==> config.mk <==
export PLATFORM = sky130hd
export DESIGN_NAME = hub_fs_descriptor_source
export DESIGN_NICKNAME = d
export VERILOG_FILES = /design/src/common/hub_desc_pkg.sv /design/src/design/hub_fs_descriptor_source.sv /design/src/design/hub_field_calc.sv
export SDC_FILE = /design/constraint.sdc
export NUM_CORES = 1
export LEC_CHECK = 0
export CORE_MARGIN = 10
export CORE_UTILIZATION = 45
export CTS_CLUSTER_DIAMETER = 60
export DETAILED_ROUTE_END_ITERATION = 10
export DONT_BUFFER_PORTS = 1
export PLACE_DENSITY = 0.62
export SLEW_MARGIN = 10
export SYNTH_ARGS = -nofsm -noshare
export SYNTH_HDL_FRONTEND = slang
export SYNTH_SLANG_ARGS = --single-unit
==> constraint.sdc <==
create_clock -name hclk -period 4.2 [get_ports hclk]
set_input_delay 0.84 -clock hclk [delete_from_list [all_inputs] [get_ports hclk]]
set_output_delay 0.84 -clock hclk [all_outputs]
set_load 0.02 [all_outputs]
==> src/common/hub_desc_pkg.sv <==
// constants, types and field layout for the full-speed hub descriptor source
// Contract
// - interface descriptor: length 09h, type 04h, interface 00h, alternate 00h
// - interface has one endpoint, class 09h, subclass 00h, protocol 00h
// - interface string index byte is 00h
// - endpoint descriptor: length 07h, type 05h, address 81h (EP1 IN)
// - endpoint attributes byte is 03h, interrupt, no synchronization
// - endpoint max packet size is the two-byte value 0001h
// - full-speed endpoint polling interval byte is FFh
// - hub descriptor is returned for requested type 29h and for 00h
// - hub descriptor serves both speeds and starts with 09h then 29h
// - port count equals 3 minus ports flagged disabled in the active mask
// - supply mode 0 selects bus-powered mask, 1 selects self-powered mask
// - characteristics D1:0 is 00b when power switching is 0, 01b when 1
// - D2 copies multi-function flag, D4:3 copy over-current sense mode
// - characteristics D6:5 are 00b, think time of 8 FS bit times
// - D7 is zero, no port indicators, and D15:8 are all zero
// - power-on-to-good byte reports stored settle time unchanged, 2 ms units
// - configurable fields come from reset defaults or a configuration load
// - supply mode 0 means bus-powered, 1 means self-powered
package hub_desc_pkg;

    // ----------------------------------------------------------------
    // descriptor constants
    // ----------------------------------------------------------------
    localparam logic [7:0]  TYPE_IFACE      = 8'h04;
    localparam logic [7:0]  TYPE_EP         = 8'h05;
    localparam logic [7:0]  TYPE_HUB        = 8'h29;
    localparam logic [7:0]  TYPE_HUB_LEGACY = 8'h00;
    localparam logic [7:0]  LEN_IFACE       = 8'h09;
    localparam logic [7:0]  LEN_EP          = 8'h07;
    localparam logic [7:0]  LEN_HUB         = 8'h09;
    localparam logic [7:0]  IFACE_NUM       = 8'h00;
    localparam logic [7:0]  IFACE_ALT       = 8'h00;
    localparam logic [7:0]  IFACE_NUM_EP    = 8'h01;
    localparam logic [7:0]  CLASS_HUB       = 8'h09;
    localparam logic [7:0]  IFACE_SUBCLASS  = 8'h00;
    localparam logic [7:0]  IFACE_PROTO     = 8'h00;
    localparam logic [7:0]  IFACE_STR_IDX   = 8'h00;
    localparam logic [7:0]  EP_ADDR         = 8'h81;
    localparam logic [7:0]  EP_ATTR         = 8'h03;
    localparam logic [15:0] EP_MAX_PKT      = 16'h0001;
    localparam logic [7:0]  EP_INTERVAL_FS  = 8'hff;
    localparam logic [7:0]  LEGACY_PWR_CTRL = 8'hff;
    localparam logic [1:0]  TOTAL_PORTS     = 2'h3;
    localparam logic [1:0]  PWR_SW_GANGED   = 2'h0;
    localparam logic [1:0]  PWR_SW_PERPORT  = 2'h1;
    localparam logic [1:0]  TT_THINK_8FS    = 2'h0;
    localparam logic        PORT_IND_NONE   = 1'h0;
    localparam logic [7:0]  CHARS_HIGH      = 8'h00;

    // ----------------------------------------------------------------
    // register map (byte addresses) and field positions
    // ----------------------------------------------------------------
    localparam logic [7:0]  REG_CFG     = 8'h00;
    localparam logic [7:0]  REG_MASK    = 8'h04;
    localparam logic [7:0]  REG_POWER   = 8'h08;
    localparam logic [7:0]  REG_STATUS  = 8'h0c;
    localparam int          CFG_SUPPLY  = 0;
    localparam int          CFG_PSW     = 1;
    localparam int          CFG_MFUNC   = 2;
    localparam int          CFG_OC_LO   = 3;
    localparam int          MASK_BP_LO  = 0;
    localparam int          MASK_SP_LO  = 8;
    localparam int          PWR_TIME_LO = 0;
    localparam int          PWR_CUR_LO  = 8;
    localparam int          PWR_REM_LO  = 16;
    localparam int          ST_CNT_LO   = 0;
    localparam int          ST_CHR_LO   = 8;
    localparam int          ST_BUSY     = 24;

    // reset defaults
    localparam logic        RST_SUPPLY  = 1'h1;
    localparam logic        RST_PSW     = 1'h1;
    localparam logic        RST_MFUNC   = 1'h0;
    localparam logic [1:0]  RST_OC      = 2'h1;
    localparam logic [2:0]  RST_MASK_BP = 3'h0;
    localparam logic [2:0]  RST_MASK_SP = 3'h0;
    localparam logic [7:0]  RST_PTIME   = 8'h32;
    localparam logic [7:0]  RST_HCUR    = 8'h01;
    localparam logic [7:0]  RST_REMOV   = 8'h00;

    localparam logic [1:0]  HTRANS_NONSEQ = 2'h2;
    localparam logic [1:0]  HTRANS_SEQ    = 2'h3;

    // ----------------------------------------------------------------
    // types
    // ----------------------------------------------------------------
    typedef struct packed {
        logic       supply_mode_sel;
        logic       per_port_switch_sel;
        logic       multi_func;
        logic [1:0] overcurrent_sense_mode;
        logic [2:0] buspow_port_off_mask;
        logic [2:0] selfpow_port_off_mask;
        logic [7:0] power_settle;
        logic [7:0] hub_current;
        logic [7:0] removable;
    } cfg_t;

    typedef enum logic [1:0] {
        KIND_IFACE,
        KIND_EP,
        KIND_HUB
    } desc_kind_t;

    typedef enum logic {
        ST_IDLE,
        ST_SEND
    } state_t;

endpackage : hub_desc_pkg

==> src/design/hub_fs_descriptor_source.sv <==
// full-speed interface/endpoint and hub class descriptor byte source
//
// Added by the designer: the address map and the AHB-Lite register port.
module hub_fs_descriptor_source
    import hub_desc_pkg::*;
(
    input  wire logic        hclk,
    input  wire logic        hresetn,
    // ahb-lite slave
    input  wire logic        hsel,
    input  wire logic [31:0] haddr,
    input  wire logic [1:0]  htrans,
    input  wire logic        hwrite,
    input  wire logic [2:0]  hsize,
    input  wire logic [31:0] hwdata,
    input  wire logic        hready,
    output logic             hreadyout,
    output logic             hresp,
    output logic [31:0]      hrdata,
    // descriptor request from the usb core
    input  wire logic        req_valid,
    input  wire logic [7:0]  req_type,
    output logic             req_ready,
    output logic             req_reject,
    // descriptor byte stream to the usb core
    output logic             out_valid,
    output logic [7:0]       out_data,
    output logic             out_last,
    input  wire logic        out_ready
);

    // ----------------------------------------------------------------
    // byte lookup
    // ----------------------------------------------------------------
    function automatic logic [7:0] desc_len(input desc_kind_t k);
        unique case (k)
            KIND_IFACE: desc_len = LEN_IFACE;
            KIND_EP:    desc_len = LEN_EP;
            default:    desc_len = LEN_HUB;
        endcase
    endfunction : desc_len

    function automatic logic [7:0] desc_byte(input desc_kind_t  k,
                                             input logic [3:0]  i,
                                             input logic [7:0]  cnt,
                                             input logic [15:0] chr,
                                             input cfg_t        c);
        desc_byte = 8'h00;
        unique case (k)
            KIND_IFACE: begin
                unique case (i)
                    4'h0: desc_byte = LEN_IFACE;
                    4'h1: desc_byte = TYPE_IFACE;
                    4'h2: desc_byte = IFACE_NUM;
                    4'h3: desc_byte = IFACE_ALT;
                    4'h4: desc_byte = IFACE_NUM_EP;
                    4'h5: desc_byte = CLASS_HUB;
                    4'h6: desc_byte = IFACE_SUBCLASS;
                    4'h7: desc_byte = IFACE_PROTO;
                    default: desc_byte = IFACE_STR_IDX;
                endcase
            end
            KIND_EP: begin
                unique case (i)
                    4'h0: desc_byte = LEN_EP;
                    4'h1: desc_byte = TYPE_EP;
                    4'h2: desc_byte = EP_ADDR;
                    4'h3: desc_byte = EP_ATTR;
                    4'h4: desc_byte = EP_MAX_PKT[7:0];
                    4'h5: desc_byte = EP_MAX_PKT[15:8];
                    default: desc_byte = EP_INTERVAL_FS;
                endcase
            end
            default: begin
                // same bytes at either bus speed
                unique case (i)
                    4'h0: desc_byte = LEN_HUB;
                    4'h1: desc_byte = TYPE_HUB;
                    4'h2: desc_byte = cnt;
                    4'h3: desc_byte = chr[7:0];
                    4'h4: desc_byte = chr[15:8];
                    4'h5: desc_byte = c.power_settle;
                    4'h6: desc_byte = c.hub_current;
                    4'h7: desc_byte = c.removable;
                    default: desc_byte = LEGACY_PWR_CTRL;
                endcase
            end
        endcase
    endfunction : desc_byte

    // ----------------------------------------------------------------
    // configuration registers over ahb-lite
    // ----------------------------------------------------------------
    cfg_t        cfg_ff;
    logic        wr_pend_ff;
    logic [7:0]  wr_addr_ff;
    logic [31:0] hrdata_ff;
    logic        addr_ok;
    logic [7:0]  port_cnt;
    logic [15:0] hub_chars;
    state_t      state_ff;

    assign addr_ok   = hsel && hready && (htrans == HTRANS_NONSEQ || htrans == HTRANS_SEQ);
    // zero wait states, every access answered okay
    assign hreadyout = 1'b1;
    assign hresp     = 1'b0;
    assign hrdata    = hrdata_ff;

    always_ff @(posedge hclk or negedge hresetn) begin
        if (!hresetn) begin
            wr_pend_ff <= 1'b0;
            wr_addr_ff <= 8'h00;
        end else begin
            wr_pend_ff <= addr_ok && hwrite;
            wr_addr_ff <= haddr[7:0];
        end
    end

    // reset gives the internal defaults, a bus write is the load path
    always_ff @(posedge hclk or negedge hresetn) begin
        if (!hresetn) begin
            cfg_ff.supply_mode_sel        <= RST_SUPPLY;
            cfg_ff.per_port_switch_sel    <= RST_PSW;
            cfg_ff.multi_func             <= RST_MFUNC;
            cfg_ff.overcurrent_sense_mode <= RST_OC;
            cfg_ff.buspow_port_off_mask   <= RST_MASK_BP;
            cfg_ff.selfpow_port_off_mask  <= RST_MASK_SP;
            cfg_ff.power_settle           <= RST_PTIME;
            cfg_ff.hub_current            <= RST_HCUR;
            cfg_ff.removable              <= RST_REMOV;
        end else if (wr_pend_ff) begin
            unique case (wr_addr_ff)
                REG_CFG: begin
                    cfg_ff.supply_mode_sel        <= hwdata[CFG_SUPPLY];
                    cfg_ff.per_port_switch_sel    <= hwdata[CFG_PSW];
                    cfg_ff.multi_func             <= hwdata[CFG_MFUNC];
                    cfg_ff.overcurrent_sense_mode <= hwdata[CFG_OC_LO +: 2];
                end
                REG_MASK: begin
                    cfg_ff.buspow_port_off_mask  <= hwdata[MASK_BP_LO +: 3];
                    cfg_ff.selfpow_port_off_mask <= hwdata[MASK_SP_LO +: 3];
                end
                REG_POWER: begin
                    cfg_ff.power_settle <= hwdata[PWR_TIME_LO +: 8];
                    cfg_ff.hub_current  <= hwdata[PWR_CUR_LO +: 8];
                    cfg_ff.removable    <= hwdata[PWR_REM_LO +: 8];
                end
                default: begin
                end
            endcase
        end
    end

    // read data sampled in the address phase; unmapped reads return zero
    always_ff @(posedge hclk or negedge hresetn) begin
        if (!hresetn) begin
            hrdata_ff <= 32'h0000_0000;
        end else if (addr_ok && !hwrite) begin
            hrdata_ff <= 32'h0000_0000;
            unique case (haddr[7:0])
                REG_CFG: begin
                    hrdata_ff[CFG_SUPPLY]     <= cfg_ff.supply_mode_sel;
                    hrdata_ff[CFG_PSW]        <= cfg_ff.per_port_switch_sel;
                    hrdata_ff[CFG_MFUNC]      <= cfg_ff.multi_func;
                    hrdata_ff[CFG_OC_LO +: 2] <= cfg_ff.overcurrent_sense_mode;
                end
                REG_MASK: begin
                    hrdata_ff[MASK_BP_LO +: 3] <= cfg_ff.buspow_port_off_mask;
                    hrdata_ff[MASK_SP_LO +: 3] <= cfg_ff.selfpow_port_off_mask;
                end
                REG_POWER: begin
                    hrdata_ff[PWR_TIME_LO +: 8] <= cfg_ff.power_settle;
                    hrdata_ff[PWR_CUR_LO +: 8]  <= cfg_ff.hub_current;
                    hrdata_ff[PWR_REM_LO +: 8]  <= cfg_ff.removable;
                end
                REG_STATUS: begin
                    hrdata_ff[ST_CNT_LO +: 8] <= port_cnt;
                    hrdata_ff[ST_CHR_LO +: 8] <= hub_chars[7:0];
                    hrdata_ff[ST_BUSY]        <= (state_ff == ST_SEND);
                end
                default: begin
                end
            endcase
        end
    end

    hub_field_calc u_calc (
        .cfg       (cfg_ff),
        .port_cnt  (port_cnt),
        .hub_chars (hub_chars)
    );

    // ----------------------------------------------------------------
    // descriptor streamer
    // ----------------------------------------------------------------
    desc_kind_t kind_ff;
    logic [3:0] idx_ff;
    logic [7:0] out_data_ff;
    logic       out_valid_ff;
    logic       out_last_ff;
    logic       req_reject_ff;
    logic       req_take;
    logic       type_known;
    desc_kind_t req_kind;
    logic       beat;
    logic [3:0] nxt_idx;

    assign req_ready  = (state_ff == ST_IDLE);
    assign req_take   = req_valid && req_ready;
    assign beat       = out_valid_ff && out_ready;
    assign nxt_idx    = idx_ff + 4'h1;
    assign out_valid  = out_valid_ff;
    assign out_data   = out_data_ff;
    assign out_last   = out_last_ff;
    assign req_reject = req_reject_ff;

    always_comb begin
        type_known = 1'b1;
        req_kind   = KIND_HUB;
        unique case (req_type)
            TYPE_IFACE:                req_kind = KIND_IFACE;
            TYPE_EP:                   req_kind = KIND_EP;
            TYPE_HUB, TYPE_HUB_LEGACY: req_kind = KIND_HUB;
            default:                   type_known = 1'b0;
        endcase
    end

    always_ff @(posedge hclk or negedge hresetn) begin
        if (!hresetn) begin
            req_reject_ff <= 1'b0;
        end else begin
            req_reject_ff <= req_take && !type_known;
        end
    end

    // fields are looked up as each byte is loaded, so a config load
    // mid-descriptor can mix old and new values; load while idle
    always_ff @(posedge hclk or negedge hresetn) begin
        if (!hresetn) begin
            state_ff     <= ST_IDLE;
            kind_ff      <= KIND_IFACE;
            idx_ff       <= 4'h0;
            out_valid_ff <= 1'b0;
            out_last_ff  <= 1'b0;
            out_data_ff  <= 8'h00;
        end else begin
            unique case (state_ff)
                ST_IDLE: begin
                    if (req_take && type_known) begin
                        state_ff     <= ST_SEND;
                        kind_ff      <= req_kind;
                        idx_ff       <= 4'h0;
                        out_valid_ff <= 1'b1;
                        out_last_ff  <= 1'b0;
                        out_data_ff  <= desc_byte(req_kind, 4'h0, port_cnt, hub_chars, cfg_ff);
                    end
                end
                ST_SEND: begin
                    if (beat && out_last_ff) begin
                        state_ff     <= ST_IDLE;
                        out_valid_ff <= 1'b0;
                        out_last_ff  <= 1'b0;
                    end else if (beat) begin
                        idx_ff      <= nxt_idx;
                        out_last_ff <= ({4'h0, nxt_idx} == desc_len(kind_ff) - 8'h01);
                        out_data_ff <= desc_byte(kind_ff, nxt_idx, port_cnt, hub_chars, cfg_ff);
                    end
                end
            endcase
        end
    end
endmodule : hub_fs_descriptor_source

==> src/design/hub_field_calc.sv <==
// derived hub descriptor fields: port count and hub characteristics
module hub_field_calc
    import hub_desc_pkg::*;
(
    input  wire hub_desc_pkg::cfg_t cfg,
    output logic [7:0]              port_cnt,
    output logic [15:0]             hub_chars
);

    function automatic logic [1:0] ones3(input logic [2:0] m);
        ones3 = {1'b0, m[0]} + {1'b0, m[1]} + {1'b0, m[2]};
    endfunction : ones3

    logic [2:0] active_mask;

    // mode 0 is bus-powered, mode 1 self-powered
    assign active_mask = cfg.supply_mode_sel ? cfg.selfpow_port_off_mask
                                             : cfg.buspow_port_off_mask;
    // mask of all ones never underflows: 3 - 3 = 0
    assign port_cnt    = {6'h00, TOTAL_PORTS - ones3(active_mask)};

    assign hub_chars   = {CHARS_HIGH,
                          PORT_IND_NONE,
                          TT_THINK_8FS,
                          cfg.overcurrent_sense_mode,
                          cfg.multi_func,
                          cfg.per_port_switch_sel ? PWR_SW_PERPORT
                                                  : PWR_SW_GANGED};

endmodule : hub_field_calc

Word-level counts from Yosys, hierarchy flattened
Memory sizes are Yosys's and may differ from the RTL's.
Cells that the tools add are included.
{"block": "word_totals", "in_bits": 84, "elab_cells": 114, "mem_bits_ro": 24, "n_memories": 1, "ff_bits": 87, "output_inout_bits": 46}
{"name": "(name not given)", "depth": 8, "width": 3, "rd": 1, "rd_ports_with_merged_regs": 0, "wr": 0, "line_no": "hub_fs_descriptor_source.sv:51", "rtl": "unique case (i)"}
{"block": "classes", "mux": 38, "add_sub_neg": 5, "n_bitwise": 1, "n_eq_ne": 25, "reduce_logical": 25}
{"operator": "8-bit 2-to-1 mux", "count": 8}
{"operator": "8-bit case mux with 8 select lines", "count": 1}
{"operator": "8-bit case mux with 6 select lines", "count": 1}
{"operator": "8-bit by 3-bit equality test with 1-bit output (second input constant)", "count": 4}
{"operator": "8-bit case mux with 2 select lines", "count": 2}
{"operator": "8-bit by 4-bit equality test with 1-bit output (second input constant)", "count": 3}
{"operator": "8-bit logical NOT", "count": 3}
{"operator": "4-bit 2-to-1 mux", "count": 5}
{"operator": "4-bit by 3-bit equality test with 1-bit output (second input constant)", "count": 4}
{"operator": "3-bit case mux with 4 select lines", "count": 1}
{"operator": "2-bit AND reduction", "count": 6}
{"operator": "1-bit 2-to-1 mux", "count": 10}
{"operator": "5-bit case mux with 2 select lines", "count": 1}
{"operator": "1-bit logical AND", "count": 9}
{"operator": "3-bit case mux with 3 select lines", "count": 1}
{"operator": "4-bit by 2-bit equality test with 1-bit output (second input constant)", "count": 2}
{"operator": "4-bit by 8-bit equality test with 1-bit output", "count": 1}
{"operator": "8-bit by 6-bit equality test with 1-bit output (second input constant)", "count": 1}
{"operator": "2-bit case mux with 2 select lines", "count": 2}
{"operator": "4-bit case mux with 2 select lines", "count": 1}
{"operator": "8-bit by 1-bit subtractor with 8-bit output (second input constant)", "count": 1}
{"operator": "3-bit 2-to-1 mux", "count": 2}
{"operator": "2-bit by 1-bit inequality test with 1-bit output (second input constant)", "count": 3}
{"operator": "1-bit case mux with 2 select lines", "count": 3}
{"operator": "16 further kinds", "count": 19}

Depth between registers and ports, before layout
{"block": "logic_depth", "ltp_word": 10, "depth_mapped": 8}

Modules after synthesis
A second synthesis with hierarchy kept.
{"block": "hier_totals", "cells_unflattened": 480, "area_unflattened_um2": 4772.1}
{"module": "hub_fs_descriptor_source", "area_each_um2": 4541.9, "seq_area_each_um2": 2185.8, "cells_per_inst": 451, "instances": 1}
{"module": "hub_field_calc", "area_each_um2": 230.2, "seq_area_each_um2": 0.0, "cells_per_inst": 29, "instances": 1}

Least setup slack after synthesis
No wires, ideal clock.
{"block": "synth_timing", "path_type": "input port to flip-flop", "startpoint": "in req_type[1]", "endpoint": "reg out_data_ff[1] (netlist: out_data[1])", "slack_ns": 1.716, "n_path_buf": 0, "required_ns": 4.113, "arrival_time_ns": 2.398, "path_stages": 5, "cell_sequence": "or4_4 > or4b_4 > nor3b_4 > nor3_2 > a211oi_2"}
{"block": "synth_via", "elab_chain_len": 6, "elab_cells_between_ends": 14, "cone_classes": "eq/ne: 5; mux: 5; reduce/logical: 4"}
{"item": "from (decl)", "line_no": "hub_fs_descriptor_source.sv:22", "rtl": "input wire logic [7:0] req_type,"}
{"item": "8-bit by 3-bit equality test with 1-bit output (tied with other cells)", "line_no": "hub_fs_descriptor_source.sv:220", "rtl": "unique case (req_type)"}
{"item": "2-bit case mux with 2 select lines or 4-bit OR reduction (tied branches)"}
{"item": "2-bit by 1-bit equality test with 1-bit output or 1-bit 2-to-1 mux (tied branches)", "line_no": "hub_fs_descriptor_source.sv:49, hub_fs_descriptor_source.sv:220"}
{"item": "4-bit 2-to-1 mux or 1-bit logical AND (tied branches)"}
{"item": "8-bit 2-to-1 mux or 2-bit by 1-bit inequality test with 1-bit output (tied branches)"}
{"item": "8-bit case mux with 2 select lines or 3-bit AND reduction (tied branches)"}
{"item": "to (signal assigned)", "line_no": "hub_fs_descriptor_source.sv:255", "rtl": "out_data_ff <= desc_byte(req_kind, 4'h0, port_cnt, hub_chars, cfg_ff);"}
{"item": "to (signal assigned)", "line_no": "hub_fs_descriptor_source.sv:266", "rtl": "out_data_ff <= desc_byte(kind_ff, nxt_idx, port_cnt, hub_chars, cfg_ff);"}
{"item": "to (decl)", "line_no": "hub_fs_descriptor_source.sv:198", "rtl": "logic [7:0] out_data_ff;"}
Several ways; a longest one is shown, not always the timed one. The select of a mux whose other input is x is not followed.
A chain may end at the register's enable or synchronous reset.

Worst setup path in the final report
{"block": "layout_timing", "startpoint": "reg idx_ff[0]", "endpoint": "reg out_data_ff[5] (netlist: out_data[5])"}
{"block": "layout_via", "elab_chain_len": 7, "elab_cells_between_ends": 15, "cone_classes": "add/sub: 1; eq/ne: 7; mux: 6; reduce/logical: 1"}
{"item": "from (decl)", "line_no": "hub_fs_descriptor_source.sv:197", "rtl": "logic [3:0] idx_ff;"}
{"item": "from (signal assigned)", "line_no": "hub_fs_descriptor_source.sv:264", "rtl": "idx_ff <= nxt_idx;"}
{"item": "4-bit by 1-bit adder with 4-bit output *", "line_no": "hub_fs_descriptor_source.sv:211", "rtl": "assign nxt_idx = idx_ff + 4'h1;"}
{"item": "4-bit by 3-bit equality test with 1-bit output (tied with other cells)", "line_no": "hub_fs_descriptor_source.sv:76", "rtl": "unique case (i)"}
{"item": "8-bit case mux with 8 select lines or 8-bit case mux with 6 select lines (tied branches)", "line_no": "hub_fs_descriptor_source.sv:76, hub_fs_descriptor_source.sv:64"}
{"item": "8-bit case mux with 2 select lines *", "line_no": "hub_fs_descriptor_source.sv:49", "rtl": "unique case (k)"}
{"item": "8-bit 2-to-1 mux *", "line_no": "hub_fs_descriptor_source.sv:263", "rtl": "end else if (beat) begin"}
{"item": "8-bit 2-to-1 mux *", "line_no": "hub_fs_descriptor_source.sv:259", "rtl": "if (beat && out_last_ff) begin"}
{"item": "8-bit case mux with 2 select lines *", "line_no": "hub_fs_descriptor_source.sv:247", "rtl": "unique case (state_ff)"}
Every way passes the cells marked *; elsewhere a longest branch is shown, timed or not. The select of a mux whose other input is x is not followed.

==> results.py <==
metrics = {
    "clock_network": {
        "clock_sinks": 87,
        "cts_hold_buf": 0,
        "cts_resized": 0,
        "h-tree-depth": 3,
        "cts_setup_buffers": 0,
        "cts_tree": "built",
        "cts_buffer_depth": 2,
        "clkLatencyLatePin_ns": 0.36,
        "cts_root_buffer": "clkbuf_8",
        "clk_pin_slew_ns": 0.10,
        "numCtsBuffers": 9,
    },
    "final_layout": {
        "drive_gt1_share_pct": 19.0,
        "final_common_cell": "dfrtp_1",
        "area_delta_synth_final_pct": 6.10,
        "nNetsFinal": 475,
        "final_cell_mix": "80 x dfrtp_1, 43 x nand2_1, 35 x mux2_2",
        "final_util_pct": 49.0,
        "n_antenna_cell": 0,
    },
    "setup_path": {
        "worst_setup_path_end_kind": "flip-flop",
        "reg2reg_depth": 6,
        "required_ns": 4.48,
        "cp_top_family": "compound AO/OA/AOI/OAI gates",
        "critPathLaunchType": "flip-flop",
        "crit_fanout": 13,
        "crit_chain": "ha_1, xor2_1, o21ai_0, a21boi_0, o21ai_0, o21ai_0",
        "cp_common_cell": "o21ai_0",
        "worstPathArrival_ns": 2.96,
        "path_buf_inv": 0,
        "r2r_start": "idx_ff[0]",
        "cp_slowest_cell": "xor2_1",
        "worstSetupPathType": "flip-flop to flip-flop",
        "ff2ff_setup_slack_ns": 1.51,
        "max_stage_delay_ns": 0.82,
        "r2r_end": "out_data[5]",
    },
    "timing": {
        "rsz0062_at_grt": "false",
        "hold_viol": 0,
        "clock_skew_ns": 0.0156,
        "tightest_slew_ns": 1.14,
        "setup_violations": 0,
        "finalCriticalPeriod_ns": 2.69,
        "maxSlewHeadroom_pct": 23.7,
        "tns_ns": 0,
        "slew_violations": 0,
        "post-route-period-util_pct": 64.0,
        "fmax_ghz": 0.372,
    },
    "detailed_routing": {
        "wl_per_cell_um": 20.8,
        "drt-pass1-iter-count": 4,
        "drc": 0,
        "wirelength_mm": 10.4,
        "drtIter0Drc": 183,
        "antenna_left": 0,
        "num_vias": 3004,
        "viasPerCell": 6.00,
    },
    "power_and_ir_drop": {
        "pwr_density_cell_mw_per_mm2": 367,
        "irDropWorstVdd_uv": 200,
        "total_leakage_power_nw": 1.95,
    },
    "floorplan": {
        "die_h_um": 117,
        "rows": 35,
        "ioPinCount": 130,
        "core_area_mm2": 0.00920,
        "die_area_mm2": 0.0137,
        "dieWidth_um": 117,
        "start_util_pct": 46.2,
    },
    "synth": {
        "ys_ff_latch": 87,
        "async_flop_share_pct": 100,
        "synth_area_per_cell_um2": 10.8,
        "synthFlopType": "dfrtp_1",
        "yosysSeqAreaShare_pct": 51.5,
        "syn_area_mm2": 0.00425,
        "synth-edff-count": 0,
        "synth.yosys.warnings": 0,
        "synthCells": 393,
        "yosysUniqueCellTypes": 60,
    },
    "global_route": {
        "grt_pass1_wl_mm": 16.4,
        "antenna_found_initial": 0,
        "grt_use_total_pct": 15.4,
        "grt_use_met2_pct": 23.6,
        "grtUsageMet3_pct": 5.71,
        "grt_use_met1_pct": 19.5,
        "grt_most_used_layer": "met2",
        "grt_max_degree": 88,
        "gr-total-overflow": 0,
        "grt_pass1_vias": 2979,
    },
    "flow_run": {
        "cap_violations": 0,
    },
    "place": {
        "io_buffers": 0,
        "place_congestion": 0.866,
        "post-dp-hpwl_mm": 7.52,
    },
    "status": {
        "outcome": "finished clean",
    },
    "worst_hold_path": {
        "min_path_type": "primary input to asynchronous set/reset pin",
    },
}
[worst register-to-register path: stages (launching register included)]
cell and delay [ns]:
dfrtp_1 0.51, ha_1 0.31, xor2_1 0.82, o21ai_0 0.36, a21boi_0 0.24, o21ai_0 0.16, o21ai_0 0.20
[Yosys cell counts (7+ instances only)]
cell / n / area (um^2)
dfrtp_1: 80 / 2000
nand2_1: 43 / 161
mux2_2: 35 / 394
nor2_1: 27 / 101
o21ai_0: 23 / 115
clkbuf_1: 17 / 63.8
a22o_1: 16 / 140
a21oi_1: 12 / 60.1
a22oi_1: 11 / 82.6
inv_1: 10 / 37.5
nand3_1: 10 / 50.1
buf_4: 9 / 67.6
dfstp_2: 7 / 184
mux2i_1: 7 / 70.1
[cell type report]
class,instances,area (um^2)
Inverter,10,37.5
Clock inverter,6,75.1
Timing Repair Buffer,4,30.0
Sequential cell,87,2190
Multi-Input combinational cell,273,1900
Tap cell,111,139
Clock buffer,10,138
Fill cell,842,4690
[sequential cells by signal (all words and copies together) (netlist names)]
name and cells:
cfg_ff 35, out_data 8, wr_addr_ff 8, kind_ff 2
req_reject 1, state_ff 1, hrdata 25, out_last 1
wr_pend_ff 1, out_valid 1, idx_ff 4
[per-layer routing]
| metal | wire length [um] | up-vias |
|---|---|---|
| li1 | - | 1390 |
| met1 | 4350 | 1521 |
| met2 | 5000 | 81 |
| met3 | 932 | 12 |
| met4 | 144 | 0 |
| met5 | 0 | - |
[report_power, final]
| group | internal (W) | switching [W] | leakage [nW] |
|---|---|---|---|
| Clock | 0.000301 | 0.000323 | 0.105 |
| Sequential | 0.000868 | 0.0000362 | 1.09 |
| Combinational | 0.0000524 | 0.0000738 | 0.749 |
[worst max path at each step]
stage,startpoint,to,slack [ns],depth (start not counted)
2_1_floorplan,req_type[1],out_data[1],1.72,5
3_3_place_gp,idx_ff[0],out_data[6],1.57,6
3_5_place_dp,idx_ff[0],out_data[4],1.55,6
4_1_cts,idx_ff[0],out_data[4],1.50,6
5_1_grt,idx_ff[0],out_data[4],1.14,6
6_report,idx_ff[0],out_data[5],1.51,6
[per-stage QoR]
step | hold WS [ns] | cell area, um^2 | cells | power, W | setup slack, ns
floorplan | 0.475 | 4270 | 400 | 0.00102 | 1.72
global placement | 0.499 | 4290 | 485 | 0.00104 | 1.57
detailed placement | 0.508 | 4290 | 485 | 0.00105 | 1.55
CTS | 0.146 | 4510 | 501 | 0.00167 | 1.50
global route | 0.144 | 4510 | 501 | 0.00172 | 1.14
finish | 0.165 | 4510 | 501 | 0.00165 | 1.51
[cells by family after synthesis]
kind of cell | after synthesis | synth area share (%)
other cells | 2 | 0.177
simple gates | 118 | 14.4
compound gates | 92 | 15.3
buf+inv | 40 | 4.39
mux | 45 | 11.7
fa+ha+maj | 6 | 1.94
flops | 87 | 51.5
xor+xnor | 3 | 0.619
Power figures use the tool's default switching activity.
